### config.mk
export PLATFORM = sky130hd
export DESIGN_NAME = stored_address_wrap_logic
export DESIGN_NICKNAME = d
export VERILOG_FILES = /design/src/last_free_calc.v /design/src/stored_address_wrap_logic.v
export VERILOG_INCLUDE_DIRS = /design/src
export SDC_FILE = /design/constraint.sdc
export NUM_CORES = 1
export LEC_CHECK = 0
export BUFFER_PORTS_ARGS = -buffer_cell sky130_fd_sc_hd__buf_4
export CAP_MARGIN = 25
export CORE_UTILIZATION = 55
export CTS_BUF_LIST = sky130_fd_sc_hd__clkbuf_2 sky130_fd_sc_hd__clkbuf_4 sky130_fd_sc_hd__clkbuf_8
export DETAILED_ROUTE_END_ITERATION = 10
export PLACE_DENSITY = 0.95
export SKIP_CTS_REPAIR_TIMING = 1
export SLEW_MARGIN = 20
export SYNTH_ARGS = -nofsm -noshare
export SYNTH_HDL_FRONTEND = slang
export SYNTH_SLANG_ARGS = --single-unit
### constraint.sdc
create_clock -name clk -period 3.3 [get_ports clk]
set_input_delay 0.495 -clock clk [delete_from_list [all_inputs] [get_ports clk]]
set_output_delay 0.495 -clock clk [all_outputs]
set_load 0.02 [all_outputs]
### src/saw_regs.vh
// Constants for the stored-address wrap logic of the USER memory bank.
// Assumes a 10-bit USER word address and 16-bit data words.
`ifndef SAW_REGS_VH
`define SAW_REGS_VH

// Register locations in the USER bank.
`define ADDR_CTRL_STATUS   10'h002
`define ADDR_WORK_PTR      10'h003
`define ADDR_PRESET_RESET  10'h006
`define ADDR_USER_TOP      11'h400
`define WORDPTR_POINTER    14'h3FFF

// Field positions in the control and status word.
`define BIT_WRAP_EN        0
`define BIT_EOM_LOCK       1
`define BIT_PRESET_UPD     2
`define BIT_PRE_INCR       3
`define BIT_BLK_LO         4
`define BIT_BLK_HI         5
`define BIT_WRAPPED        8
`define BIT_FULL           9
`define CTRL_WR_MASK       16'h003F
`define CTRL_RESET         16'h0030

// Memory bank code of USER.
`define BANK_USER          2'h3

// Command codes of the decoded Gen2 command stream.
`define CMD_SELECT         4'h0
`define CMD_QUERY          4'h1
`define CMD_QUERYADJ       4'h2
`define CMD_QUERYREP       4'h3
`define CMD_ACK            4'h4
`define CMD_NAK            4'h5
`define CMD_REQRN          4'h6
`define CMD_READ           4'h7
`define CMD_WRITE          4'h8
`define CMD_KILL           4'h9
`define CMD_LOCK           4'hA
`define CMD_ACCESS         4'hB
`define CMD_BLOCKWRITE     4'hC
`define CMD_BLOCKPERMALOCK 4'hD

`endif

### src/last_free_calc.v
// Works out the last free USER location from the block size selection.
// Assumes the selection is a stable register value.
`timescale 1ns/1ps
module last_free_calc
(
  blockSel,
  lastFree
);
  input  wire [1:0] blockSel;
  output wire [9:0] lastFree;

  wire [10:0] topMinus;

  // Block size is 16 << blockSel words; the top (1 << blockSel) - 1 words
  // are held back, so larger blocks lose more trailing locations.
  assign topMinus = 11'h400 - (11'h001 << blockSel);
  assign lastFree = topMinus[9:0];
endmodule

### src/stored_address_wrap_logic.v
// Stored address pointer and wrap handling for the USER memory bank.
// Assumes commands arrive already decoded from the air interface, one per
// cycle at most, and that the USER array sits outside on the memWr port.
//
// Behaviour
// - Preset pointer is held and copied to working pointer on a wrap.
// - Wrap needs wrap enable set, end lock clear, pointer at last free.
// - Last free location follows the configured block size selection.
// - Write to pointer word with preset update flag stores a new preset.
// - With preset update flag set, a write to the pointer word leaves the working pointer unchanged.
// - Wrapping write sets pointer to preset and writes data there.
// - Locations below the preset are never hit by wrapping writes.
// - Preset pointer resets to USER address 0x006.
// - Accept the standard command set, Select through BlockPermalock.
// - With pre-increment select set, pointer advances before each pointer-based write that neither wraps nor is refused.
`timescale 1ns/1ps
`include "saw_regs.vh"
module stored_address_wrap_logic
(
  clk,
  srst,
  cmdValid,
  cmdCode,
  cmdBank,
  cmdWordPtr,
  cmdData,
  rspValid,
  rspError,
  rspData,
  memWrEn,
  memWrAddr,
  memWrData,
  workPtr,
  presetPtr
);
  input  wire        clk;
  input  wire        srst;
  input  wire        cmdValid;
  input  wire [3:0]  cmdCode;
  input  wire [1:0]  cmdBank;
  input  wire [13:0] cmdWordPtr;
  input  wire [15:0] cmdData;
  output reg         rspValid;
  output reg         rspError;
  output reg  [15:0] rspData;
  output reg         memWrEn;
  output reg  [9:0]  memWrAddr;
  output reg  [15:0] memWrData;
  output wire [9:0]  workPtr;
  output wire [9:0]  presetPtr;

  reg  [15:0] ctrl_reg;
  reg  [15:0] ctrl_next;
  reg  [9:0]  work_reg;
  reg  [9:0]  work_next;
  reg  [9:0]  preset_reg;
  reg  [9:0]  preset_next;
  reg         rspValid_next;
  reg         rspError_next;
  reg  [15:0] rspData_next;
  reg         memWrEn_next;
  reg  [9:0]  memWrAddr_next;
  reg  [15:0] memWrData_next;
  reg         known;
  reg         wrapNow;
  reg  [9:0]  target;
  wire [9:0]  lastFree;
  wire        isUser;
  wire        isPointerWrite;
  wire        atLast;

  assign workPtr   = work_reg;
  assign presetPtr = preset_reg;

  // The block size field picks the top of the usable area.
  last_free_calc u_last
  (
    .blockSel (ctrl_reg[`BIT_BLK_HI:`BIT_BLK_LO]),
    .lastFree (lastFree)
  );

  assign isUser         = (cmdBank == `BANK_USER);
  assign isPointerWrite = isUser && (cmdWordPtr == `WORDPTR_POINTER);
  assign atLast         = (work_reg == lastFree);

  // Command support check; anything outside the set is answered as error.
  always @*
  begin
    case (cmdCode)
      `CMD_SELECT, `CMD_QUERY, `CMD_QUERYADJ, `CMD_QUERYREP,
      `CMD_ACK, `CMD_NAK, `CMD_REQRN, `CMD_READ, `CMD_WRITE,
      `CMD_KILL, `CMD_LOCK, `CMD_ACCESS, `CMD_BLOCKWRITE,
      `CMD_BLOCKPERMALOCK:
        known = 1'b1;
      default:
        known = 1'b0;
    endcase
  end

  // Target of a pointer-based write, including the wrap decision.
  always @*
  begin
    wrapNow = ctrl_reg[`BIT_WRAP_EN] && !ctrl_reg[`BIT_EOM_LOCK] &&
              atLast;
    if (wrapNow)
    begin
      target = preset_reg;
    end
    else if (ctrl_reg[`BIT_PRE_INCR])
    begin
      target = work_reg + 10'h001;
    end
    else
    begin
      target = work_reg;
    end
  end

  // Next-state logic for registers, answers and the memory write port.
  always @*
  begin
    ctrl_next      = ctrl_reg;
    work_next      = work_reg;
    preset_next    = preset_reg;
    rspValid_next  = 1'b0;
    rspError_next  = 1'b0;
    rspData_next   = rspData;
    memWrEn_next   = 1'b0;
    memWrAddr_next = memWrAddr;
    memWrData_next = memWrData;
    if (cmdValid)
    begin
      rspValid_next = 1'b1;
      if (!known)
      begin
        rspError_next = 1'b1;
      end
      else if (cmdCode == `CMD_WRITE && isPointerWrite)
      begin
        // At the last free word with no wrap allowed, the write is refused rather
        // than running past the usable area of the USER bank.
        if (atLast && !wrapNow)
        begin
          rspError_next = 1'b1;
          ctrl_next[`BIT_FULL] = 1'b1;
        end
        else
        begin
          work_next      = target;
          memWrEn_next   = 1'b1;
          memWrAddr_next = target;
          memWrData_next = cmdData;
          if (wrapNow)
          begin
            ctrl_next[`BIT_WRAPPED] = 1'b1;
          end
        end
      end
      else if (cmdCode == `CMD_WRITE && isUser &&
               cmdWordPtr[9:0] == `ADDR_CTRL_STATUS &&
               cmdWordPtr[13:10] == 4'h0)
      begin
        ctrl_next = (ctrl_reg & ~`CTRL_WR_MASK) |
                    (cmdData & `CTRL_WR_MASK);
      end
      else if (cmdCode == `CMD_WRITE && isUser &&
               cmdWordPtr[9:0] == `ADDR_WORK_PTR &&
               cmdWordPtr[13:10] == 4'h0)
      begin
        if (ctrl_reg[`BIT_PRESET_UPD])
        begin
          preset_next = cmdData[9:0];
          // Working pointer is left as it was.
        end
        else
        begin
          work_next = cmdData[9:0];
        end
      end
      else if (cmdCode == `CMD_WRITE && isUser)
      begin
        memWrEn_next   = 1'b1;
        memWrAddr_next = cmdWordPtr[9:0];
        memWrData_next = cmdData;
      end
      else if (cmdCode == `CMD_READ && isUser &&
               cmdWordPtr[13:10] == 4'h0)
      begin
        if (cmdWordPtr[9:0] == `ADDR_CTRL_STATUS)
        begin
          rspData_next = ctrl_reg;
        end
        else if (cmdWordPtr[9:0] == `ADDR_WORK_PTR)
        begin
          rspData_next = {6'h00, work_reg};
        end
        else
        begin
          rspData_next = 16'h0000;
        end
      end
    end
  end

  // All state and outputs update here; reset restores factory values.
  always @(posedge clk)
  begin
    if (srst)
    begin
      ctrl_reg   <= `CTRL_RESET;
      work_reg   <= `ADDR_PRESET_RESET;
      preset_reg <= `ADDR_PRESET_RESET;
      rspValid   <= 1'b0;
      rspError   <= 1'b0;
      rspData    <= 16'h0000;
      memWrEn    <= 1'b0;
      memWrAddr  <= 10'h000;
      memWrData  <= 16'h0000;
    end
    else
    begin
      ctrl_reg   <= ctrl_next;
      work_reg   <= work_next;
      preset_reg <= preset_next;
      rspValid   <= rspValid_next;
      rspError   <= rspError_next;
      rspData    <= rspData_next;
      memWrEn    <= memWrEn_next;
      memWrAddr  <= memWrAddr_next;
      memWrData  <= memWrData_next;
    end
  end
endmodule

==> run summary, run 1 <==
The logs give 14900 µm for the global-route wire length before repair and 11.5 ps for the clock tree skew after final layout. Routability-driven placement finished with a final weighted congestion of 0.942. Type of element launching the critical path: a register. After floorplanning, the core was sized to cover 0.00592 mm². The routed via count came out at 3322.

Entering global routing, the biggest net connects 68 pins. For the H-tree depth, the log shows 3. Synthesized instance count: 367. Once detailed placement completed, the half-perimeter wirelength came to 6810 µm.

In this run the tool buffered the top-level ports with 97 buffer cells. The minimum clock period was 2810 ps. Across the run, the number of max-cap violations was 0. VDD sags by at most 234 µV. The count of yosys warnings during synthesis came out at 0. The run finished with clean final reports. Counting the buffers created by CTS gives 9.

Remaining global-route overflow: 0. The run gives 0 ps as the accumulated negative setup slack. After layout, the worst path uses 85.1% of the clock period. The clock passes through at most 2 buffers. The register with the most flip-flops in the layout has 16 of them.

In this run the worst hold path is classified as primary input to register. The power density over the cells was 359 mW/mm². The die outline area is 0.00643 mm², and the transition at the pin with the smallest max-transition slack is 717 ps. The run gives 0 as the count of endpoints failing setup in the final report.

The via count normalized by instance count is 6.21. The floorplan has 28 rows. In this run the remaining antenna-violating nets after routing total 0. A synthesized cell averages 9.16 µm². TritonCTS built the clock tree.

Cells with a size suffix above 1 make up 31.5% of the layout. More flip-flops sit in one register than any other, and that register is memWrData. The leakage dissipation was 1.60 nW; the tightest hold margin was 388 ps. The area growth from synthesis to layout is 26.2%. The run gives 0 as the final-report max-slew violation count. The clock net in this run drives a total of 67 sinks. The clock reaches the later pin of the worst-skew pair after 350 ps.

For the post-detailed-routing wire length, the log shows 9430 µm. Worst setup path category: register to register. After clock tree synthesis, the clock-pin slew on the worst setup and hold paths is 70 ps.

In this run, synthesis produced a sequential element count of 67. After synthesis, the netlist uses 50 different library cells. The synthesized design spends more area on one cell type than any other, namely dfxtp_1. The tools report the global-route usage over all layers as 30.7%. The count of nets after finishing is 495, and the number of failing hold endpoints at the final stage is 0.

The critical-path maximum fanout works out to 14. Dividing the detail-routed wire length by the instance count gives 17.6 µm. The first detailed-routing pass took 5 iterations. The tools report the signal arrival time at the worst endpoint as 3030 ps. Highest achievable clock rate: 356 MHz. By area the synthesized netlist is led by dfxtp_1, mux2i_1, nor2_1, a211oi_2, a21oi_1. The sequential area share after synthesis is 39.9%.

The number of antenna violations at the first check in global routing was 0; the horizontal die dimension was 80.2 µm. The first routing iteration left 356 violations. Setup repair after global routing left no endpoint under its margin. The height of the die came out at 80.2 µm.

After detailed routing, the number of remaining DRC violations is 0. For the worst setup path, the data required time is 3520 ps. The I/O pin total is 104, and the antenna cell count is 0. The cell area after synthesis is 0.00336 mm².

For the number of global-route vias before repair, the log shows 3071. The run gives 56.8% as the initial core utilization. Measured against its own limit, the worst slew margin works out to 52.2%. The synthesized design devotes to its leading area cell type 39.9% of total area. Type of element capturing the critical path: a register. The root buffer cell is clkbuf_8.
## cells by family after synthesis
kind of cell	after synthesis	share of synthesized area [%]
and+or+nand+nor	134	20.2
AOI/OAI and AO/OA	87	21.0
DFF	67	39.9
muxes	35	10.5
buffers and inverters	32	5.36
xor gates and xnor gates	10	2.60
adders and majority gates	1	0.372
other	1	0.112
## critical path, stage by stage, from the launching register on
cell and delay, ps:
dfxtp_1 530, xor2_1 270, a31oi_2 240, a2111o_1 760, and4_1 360, a2111oi_2 400
mux2i_1 130
## path summary, 6_finish.rpt
check | start | to | slack, ps | cells past startpoint
max reg2reg | workPtr[2] | workPtr[1] | 490 | 6
max | workPtr[2] | workPtr[1] | 490 | 6
min reg2reg | rspData[6] | rspData[6] | 480 | 2
min | cmdData[15] | memWrData[15] | 390 | 3
## placed cells by master, fill, tap and decap left out, drive strengths merged, types with 2 or more instances in the layout
cell,count
a211o,2
a21oi,26
o21a,2
inv,2
clkinv,3
xor2,8
conb,6
and4,4
nor3,6
a211oi,31
nand2b,6
nand4,10
and3,2
a31oi,2
nand2,18
mux2i,33
and2,3
nor2b,2
o211a,3
mux2,2
nor2,60
a22oi,8
a2111oi,7
nand3,10
xnor2,2
clkbuf,13
o21ai,3
buf,102
dfxtp,67
nor4,6
## per-stage QoR
step	worst slack [ps]	cells	util [%]	instance area (µm²)	power, W
after floorplan	981	372	-	3380	0.000882
after global placement	740	519	68.8	4080	0.000933
after detailed placement	611	519	68.8	4080	0.000936
after CTS	624	535	71.7	4240	0.00152
after global routing	406	535	71.7	4240	0.00158
final	493	535	71.7	4240	0.00152
## synthesized netlist by cell type (all sizes together)
library cell / instances
xnor2: 2
nor2b: 2
and2: 3
a2111oi: 7
nand2b: 6
o21ai: 3
inv: 2
nor4: 6
xor2: 8
and4: 4
conb: 1
a211o: 2
nand3: 10
o211a: 3
nor2: 60
dfxtp: 67
a311oi: 1
and3: 2
clkbuf: 15
nand2: 18
o211ai: 1
ha: 1
mux2: 2
a2111o: 1
nand4: 10
mux2i: 33
a211oi: 31
and4bb: 1
a22oi: 8
a31oi: 2
o21a: 2
nor3: 6
nand4b: 1
or4: 1
a21oi: 26
or2: 1
nor4b: 1
or4b: 1
buf: 15
nor3b: 1
## layout make-up
class,instances,area (µm²)
timing repair buffer,102,766
multi-input combinational,273,1870
inverter,2,7.51
clock buffer,13,154
clock inverter,3,15.0
fill,466,1680
sequential,67,1340
tap,75,93.8
## power by group
group / internal, W / switching [W] / total, W
Clock: 0.000303 / 0.000299 / 0.000602
Combinational: 0.0000453 / 0.0000631 / 0.000108
Sequential: 0.000811 / 0.00000107 / 0.000812
## routing by layer
metal	wire length, µm	part of all wire (%)	vias to the layer above	GRT usage (%)
met1	3560	38	1549	36.7
met4	381	4.0	0	16.6
li1	-	-	1522	-
met3	904	9.6	39	8.18
met2	4580	49	212	50.1
met5	0	0	-	0
Power figures use the tool's default switching activity.
==> run 2: changes to the inputs <==
Settings changed: REMOVE_ABC_BUFFERS from default to 1.
==> run summary, run 2 (synthesis results as in run 1) <==
At the worst endpoint, the required time is 3520 ps. On the critical path, the stage with the largest delay is an instance of a2111o_1. The setup path with the least slack is of type register to register. Counting cells, the worst reg-to-reg path comes to 6. The H-tree generated during clock tree synthesis spans 3 levels.

The pre-antenna-repair detailed-routing pass consisted of 5 iterations. Summing all non-filler instances in the final layout gives an area of 0.00429 mm². The maximum number of pins on one net before global-route repair is 68, and the count of maximum capacitance violations is 0. The clock reaches the later pin of the worst-skew pair after 350 ps. The repair_antennas step left the layout with diodes totalling 0. After detailed routing, the average wire length per cell comes to 17.4 µm. The total DRC errors in the routed layout is 0. The tightest min-delay check is of the primary input to register type. After the first detailed-routing iteration, the DRC count stood at 268. Setup violations remaining at the end of the flow were counted as 0. The number of non-filler instances in the completed layout was 535. The number of failing hold endpoints at the final stage is 0, and the global-route usage over all layers is 29.8%. The total of buffers placed on input and output ports is 97, and the accumulated negative setup slack is 0 ps. STA classifies the critical path startpoint as a register.

The core region is 0.00592 mm². Measured along the x axis, the die boundary spans 80.2 µm. Static timing analysis puts the maximum clock frequency at 365 MHz. The worst register-to-register path ends at workPtr[1].

The normalized max-slew margin came out at 52.1%. The startpoint of the lowest-slack register-to-register path was workPtr[2]. The tools report the hold-critical path endpoint as memWrData[15].

The tools report the number of global-route vias before repair as 3000. On the final layout, the worst clock skew is 8.13 ps. The run gives 0 as the final-report max-slew violation count. The critical-path maximum fanout works out to 14. The via count normalized by instance count is 6.01.

For this configuration, the core starts out at a cell density of 56.8%. The final cycle utilization of the critical path is 83.0%. Setup repair after global routing left no endpoint under its margin.

The number of antenna violations at the first check in global routing came out at 0. The worst setup path is captured at a register. The share of cells above drive strength 1 works out to 31.5%. The height of the die is 80.2 µm, and the synthesis-to-layout area growth is 27.6%. Counting the buffers created by CTS gives 9. The transition at the pin with the smallest max-transition slack works out to 719 ps.

The placement row count is 28. Together, buffers and inverters on the worst path number 0. The signal on the critical path passes through xor2_1, a31oi_2, a2111o_1, and4_1, a2111oi_2, mux2i_1.

The most critical setup path has its startpoint at workPtr[2]. The root buffer cell was clkbuf_8. TritonCTS built the clock tree. In this run the cell area measured after placement is 0.00409 mm². The routed design has 9330 µm of wire.

Global routing finished with a remaining overflow of 0. After layout, the worst setup slack is 561 ps. Counting I/O delays and the setup requirement, the final critical path takes 2740 ps. The tools report the count of nets after finishing as 497. The completed layout was analyzed and its total power is 0.00162 W. In this run, placement finished with an instance count of 521. The register-to-register setup slack is 560 ps, and the signal arrival time at the worst endpoint is 2960 ps. The run gives 14400 µm as the global-route wire length before repair. Family with the most delay on the worst path: compound AO/OA/AOI/OAI gates. The worst hold path was traced through 3 stages. The commonest non-fill, non-tap cell in the layout is buf_4. The clock drives 67 sinks. For this design the top-level I/O count stands at 104. The register with the most flip-flops in the layout has 16 of them.

The routed via count came out at 3215. The source of the worst hold timing path is cmdData[15]. VDD sags by at most 230 µV.

The flow ran to the end, and the final reports show no timing, DRC or antenna violations. The run gives 1.62 nW as the leakage dissipation. Clock-pin slew was measured on the worst setup and hold paths at 70 ps.

In the layout the commonest cells are buf_4, dfxtp_1, nor2_1, mux2i_1, a21oi_1. The delay of the slowest critical-path stage came out at 780 ps. At the placement stage, the worst setup path has a slack of 536 ps. For the total half-perimeter wirelength after legalization and detailed placement, the log shows 6710 µm.

The die outline area is 0.00643 mm². The register with the most flip-flops is memWrData. The detail route stage leaves a number of antenna-violating nets equal to 0.

Power density over the cells: 377 mW/mm². The run gives 0.901 as the global placer's final weighted congestion. The clock passes through at most 2 buffers.
-- run 2: cell types whose count changed in the layout (fill, tap and decap cells not counted), sizes merged --
cell	previous run	this run
clkinv	3	1
buf	102	104
bufinv	0	1
clkbuf	13	12
-- run 2: metal layers --
metal | share of wire [%] | wire [µm] | global-route usage, %
met5 | 0 | 0 | 0
met4 | 3.1 | 290 | 17.0
met3 | 7.2 | 668 | 3.98
met2 | 48 | 4500 | 50.1
met1 | 42 | 3880 | 36.5
-- run 2: metrics by stage --
step / util [%] / hold WS, ps
floorplan: - / 437
CTS: 72.5 / 378
finish: 72.5 / 385
detailed placement: 69.1 / 479
global route: 72.5 / 387
global placement: 69.1 / 449
-- run 2: worst max-delay path by stage --
stage | cells past startpoint | to | slack [ps]
finish | 6 | workPtr[1] | 560
global route | 6 | workPtr[1] | 480
CTS | 6 | workPtr[1] | 610
detailed placement | 7 | presetPtr[7] | 540
global placement | 7 | presetPtr[9] | 670
floorplan | 4 | rspData[6] | 300
-- run 2: report_power, final --
part / leakage, nW / internal [W] / switching (W)
Sequential: 0.540 / 0.000811 / 0.00000106
Clock: 0.104 / 0.000401 / 0.000296
Combinational: 0.972 / 0.0000454 / 0.0000646
Total: 1.62 / 0.00126 / 0.000362
-- run 2: worst register-to-register path, stage by stage (launching register included) --
cell and delay (ps):
dfxtp_1 540, xor2_1 250, a31oi_2 240, a2111o_1 780, and4_1 360, a2111oi_2 320, mux2i_1 110
-- run 2: final cells by class --
| cell class | instances | area [µm²] |
|---|---|---|
| Tap cell | 75 | 93.8 |
| Sequential cell | 67 | 1340 |
| Clock buffer | 12 | 165 |
| Fill cell | 455 | 1630 |
| Multi-Input combinational cell | 273 | 1870 |
| Inverter | 2 | 7.51 |
| Timing Repair Buffer | 104 | 781 |
| Clock inverter | 2 | 35.0 |
==> run 3: changes to the inputs <==
Settings changed: CORE_UTILIZATION 55 to 53, PLACE_DENSITY 0.95 to 0.93.
Clock period 3.3 ns to 2.8 ns, I/O delays scaled along.
==> run summary, run 3 (synthesis results as in run 1) <==
The run finished with clean final reports. The tools report the first-pass detailed-route iteration total as 5. The region available for standard cell placement spans 0.00603 mm². The required time reported for the critical path endpoint was 3010 ps. Commonest non-fill, non-tap cell in the layout: buf_4.

During I/O placement, the number of pins put on the boundary was 104. Setup repair after global routing left no endpoint under its margin. Data on the critical path arrives at its endpoint at 2730 ps.

The logs give 55.8% for the initial core utilization and 3 for the H-tree depth. The run gives 6.78 ps as the clock tree skew after final layout. Subtracting the final worst setup slack from the clock period gives 2520 ps. Dividing total power by cell area gives a power density of 447 mW/mm². Summed over all layers, the global routing overflow is 0. Entering global routing, the biggest net connects 68 pins. The horizontal die dimension was 81.7 µm. For this run, the total global-route usage over all layers was measured as 28.4%. The post-detailed-routing wire length was 9140 µm; the clock-pin slew of the registers on the worst-case setup and hold paths was 70 ps. Final cycle utilization of the critical path: 90.2%. Measured against its own limit, the worst slew margin works out to 52.3%. The routed length per placed instance came out at 16.7 µm. For the count of maximum capacitance violations, the log shows 0. Ranked by flip-flop count, first place goes to memWrData. The routed via count was 3223; the number of antenna violations at the first check in global routing was 0. Routability-driven placement finished with a final weighted congestion of 0.961. The worst setup path is launched from a register.

The total DRC errors in the routed layout is 0. After detailed routing, the number of vias per cell comes to 5.88. VDD sags by at most 366 µV. In the detailed route, the total length drawn on met2 is 4340 µm.

For the final routed database, the setup TNS stands at 0 ps. TritonCTS built the clock tree. The tools report the global-route wire length before repair as 14100 µm. Setup violations remaining at the end of the flow were counted as 0. The number of global-route vias before repair is 2881. Based on the critical path, the design can be clocked at up to 396 MHz. Signal routing reaches up to met4. The number of routed nets with antenna violations is 0. The worst hold path belongs to the class primary input to register. STA classifies the critical path endpoint as a register. In the detailed route, the total length drawn on met3 is 580 µm.

In this run, the number of DRC markers left after iteration 0 of detailed routing was 280. The met1 wire length is 3990 µm, and the die outline area is 0.00667 mm². The height of the die was 81.7 µm. After layout, the worst setup slack is 275 ps. For this design the static power due to leakage is 1.68 nW. Measured in cells, the most critical reg-to-reg path has a length of 7. The run gives 0 as the antenna cell count. In the layout the commonest cells are buf_4, dfxtp_1, nor2_1, mux2i_1, a21oi_1. The floorplan has 28 rows. The clock reaches the later pin of the worst-skew pair after 350 ps. The flip-flop count of the largest register, all copies and words added was 16; the count of nets after finishing was 508.

From synthesis to final layout, the design area changed by 30.5%. Transition at the pin with the smallest max-transition slack: 716 ps. The critical-path maximum fanout came out at 22. The share of cells above drive strength 1 is 33.4%, and the final-report max-slew violation count is 0. The number of failing hold endpoints at the final stage is 0, and the number of buffers added by the clock tree synthesis step is 9. The clock net in this run drives a total of 67 sinks. Counting along the longest clock path gives a buffer depth of 2. The number of cells on the worst hold path came out at 3. The total of buffers placed on input and output ports came out at 97. Total half-perimeter wirelength after legalization and detailed placement: 6500 µm. The worst setup path is of the register to register kind. The tree is rooted in a clkbuf_8. Before CTS, the worst setup slack after placement is 293 ps.
==> run 3: cell types whose count changed in the layout (fill, tap and decap cells not counted) <==
cell | before | now
clkbuf_4 | 0 | 3
clkinv_2 | 1 | 0
buf_4 | 104 | 115
==> run 3: report_power, final <==
group | internal [W] | total, W | switching (W)
Sequential | 0.000955 | 0.000957 | 0.00000125
Combinational | 0.0000546 | 0.000131 | 0.0000761
Clock | 0.000515 | 0.000873 | 0.000358
==> run 3: path summary, 6_finish.rpt <==
path | start | to | slack (ps)
worst min-delay path | cmdData[13] | memWrData[13] | 310
worst min register to register | rspData[6] | rspData[6] | 470
worst max-delay path | workPtr[0] | memWrData[12] | 280
worst max register to register | workPtr[0] | memWrData[12] | 280
==> run 3: area by class of cell <==
| cell class | instances | area [µm²] |
|---|---|---|
| multi-input cells | 273 | 1870 |
| fillers | 464 | 1640 |
| flip-flops and latches | 67 | 1340 |
| repair buffers | 115 | 863 |
| clock buffers | 15 | 188 |
| well taps | 75 | 93.8 |
| clock inverters | 1 | 30.0 |
| inverters | 2 | 7.51 |
==> run 3: per-layer routing <==
metal | up-vias | track usage [%]
li1 | 1541 | -
met1 | 1510 | 36.6
met2 | 147 | 45.2
met3 | 25 | 5.67
met4 | 0 | 13.7
met5 | - | 0
==> run 3: critical path, stage by stage (launching register included) <==
cell and delay (ps):
dfxtp_1 530, and4bb_1 270, a31oi_2 420, a211oi_2 240, a211oi_4 280, buf_4 340
mux2i_1 240, nor2_1 50
==> run 3: per-stage QoR <==
step	std cells	instance area (µm²)	utilization, %	total power, W	hold WS, ps
2_1_floorplan	342	3210	-	0.00102	437
3_3_place_gp	532	4170	69.2	0.00111	449
3_5_place_dp	532	4170	69.2	0.00111	459
4_1_cts	548	4390	72.9	0.00197	296
5_1_grt	548	4390	72.9	0.00202	314
6_report	548	4390	72.9	0.00196	306
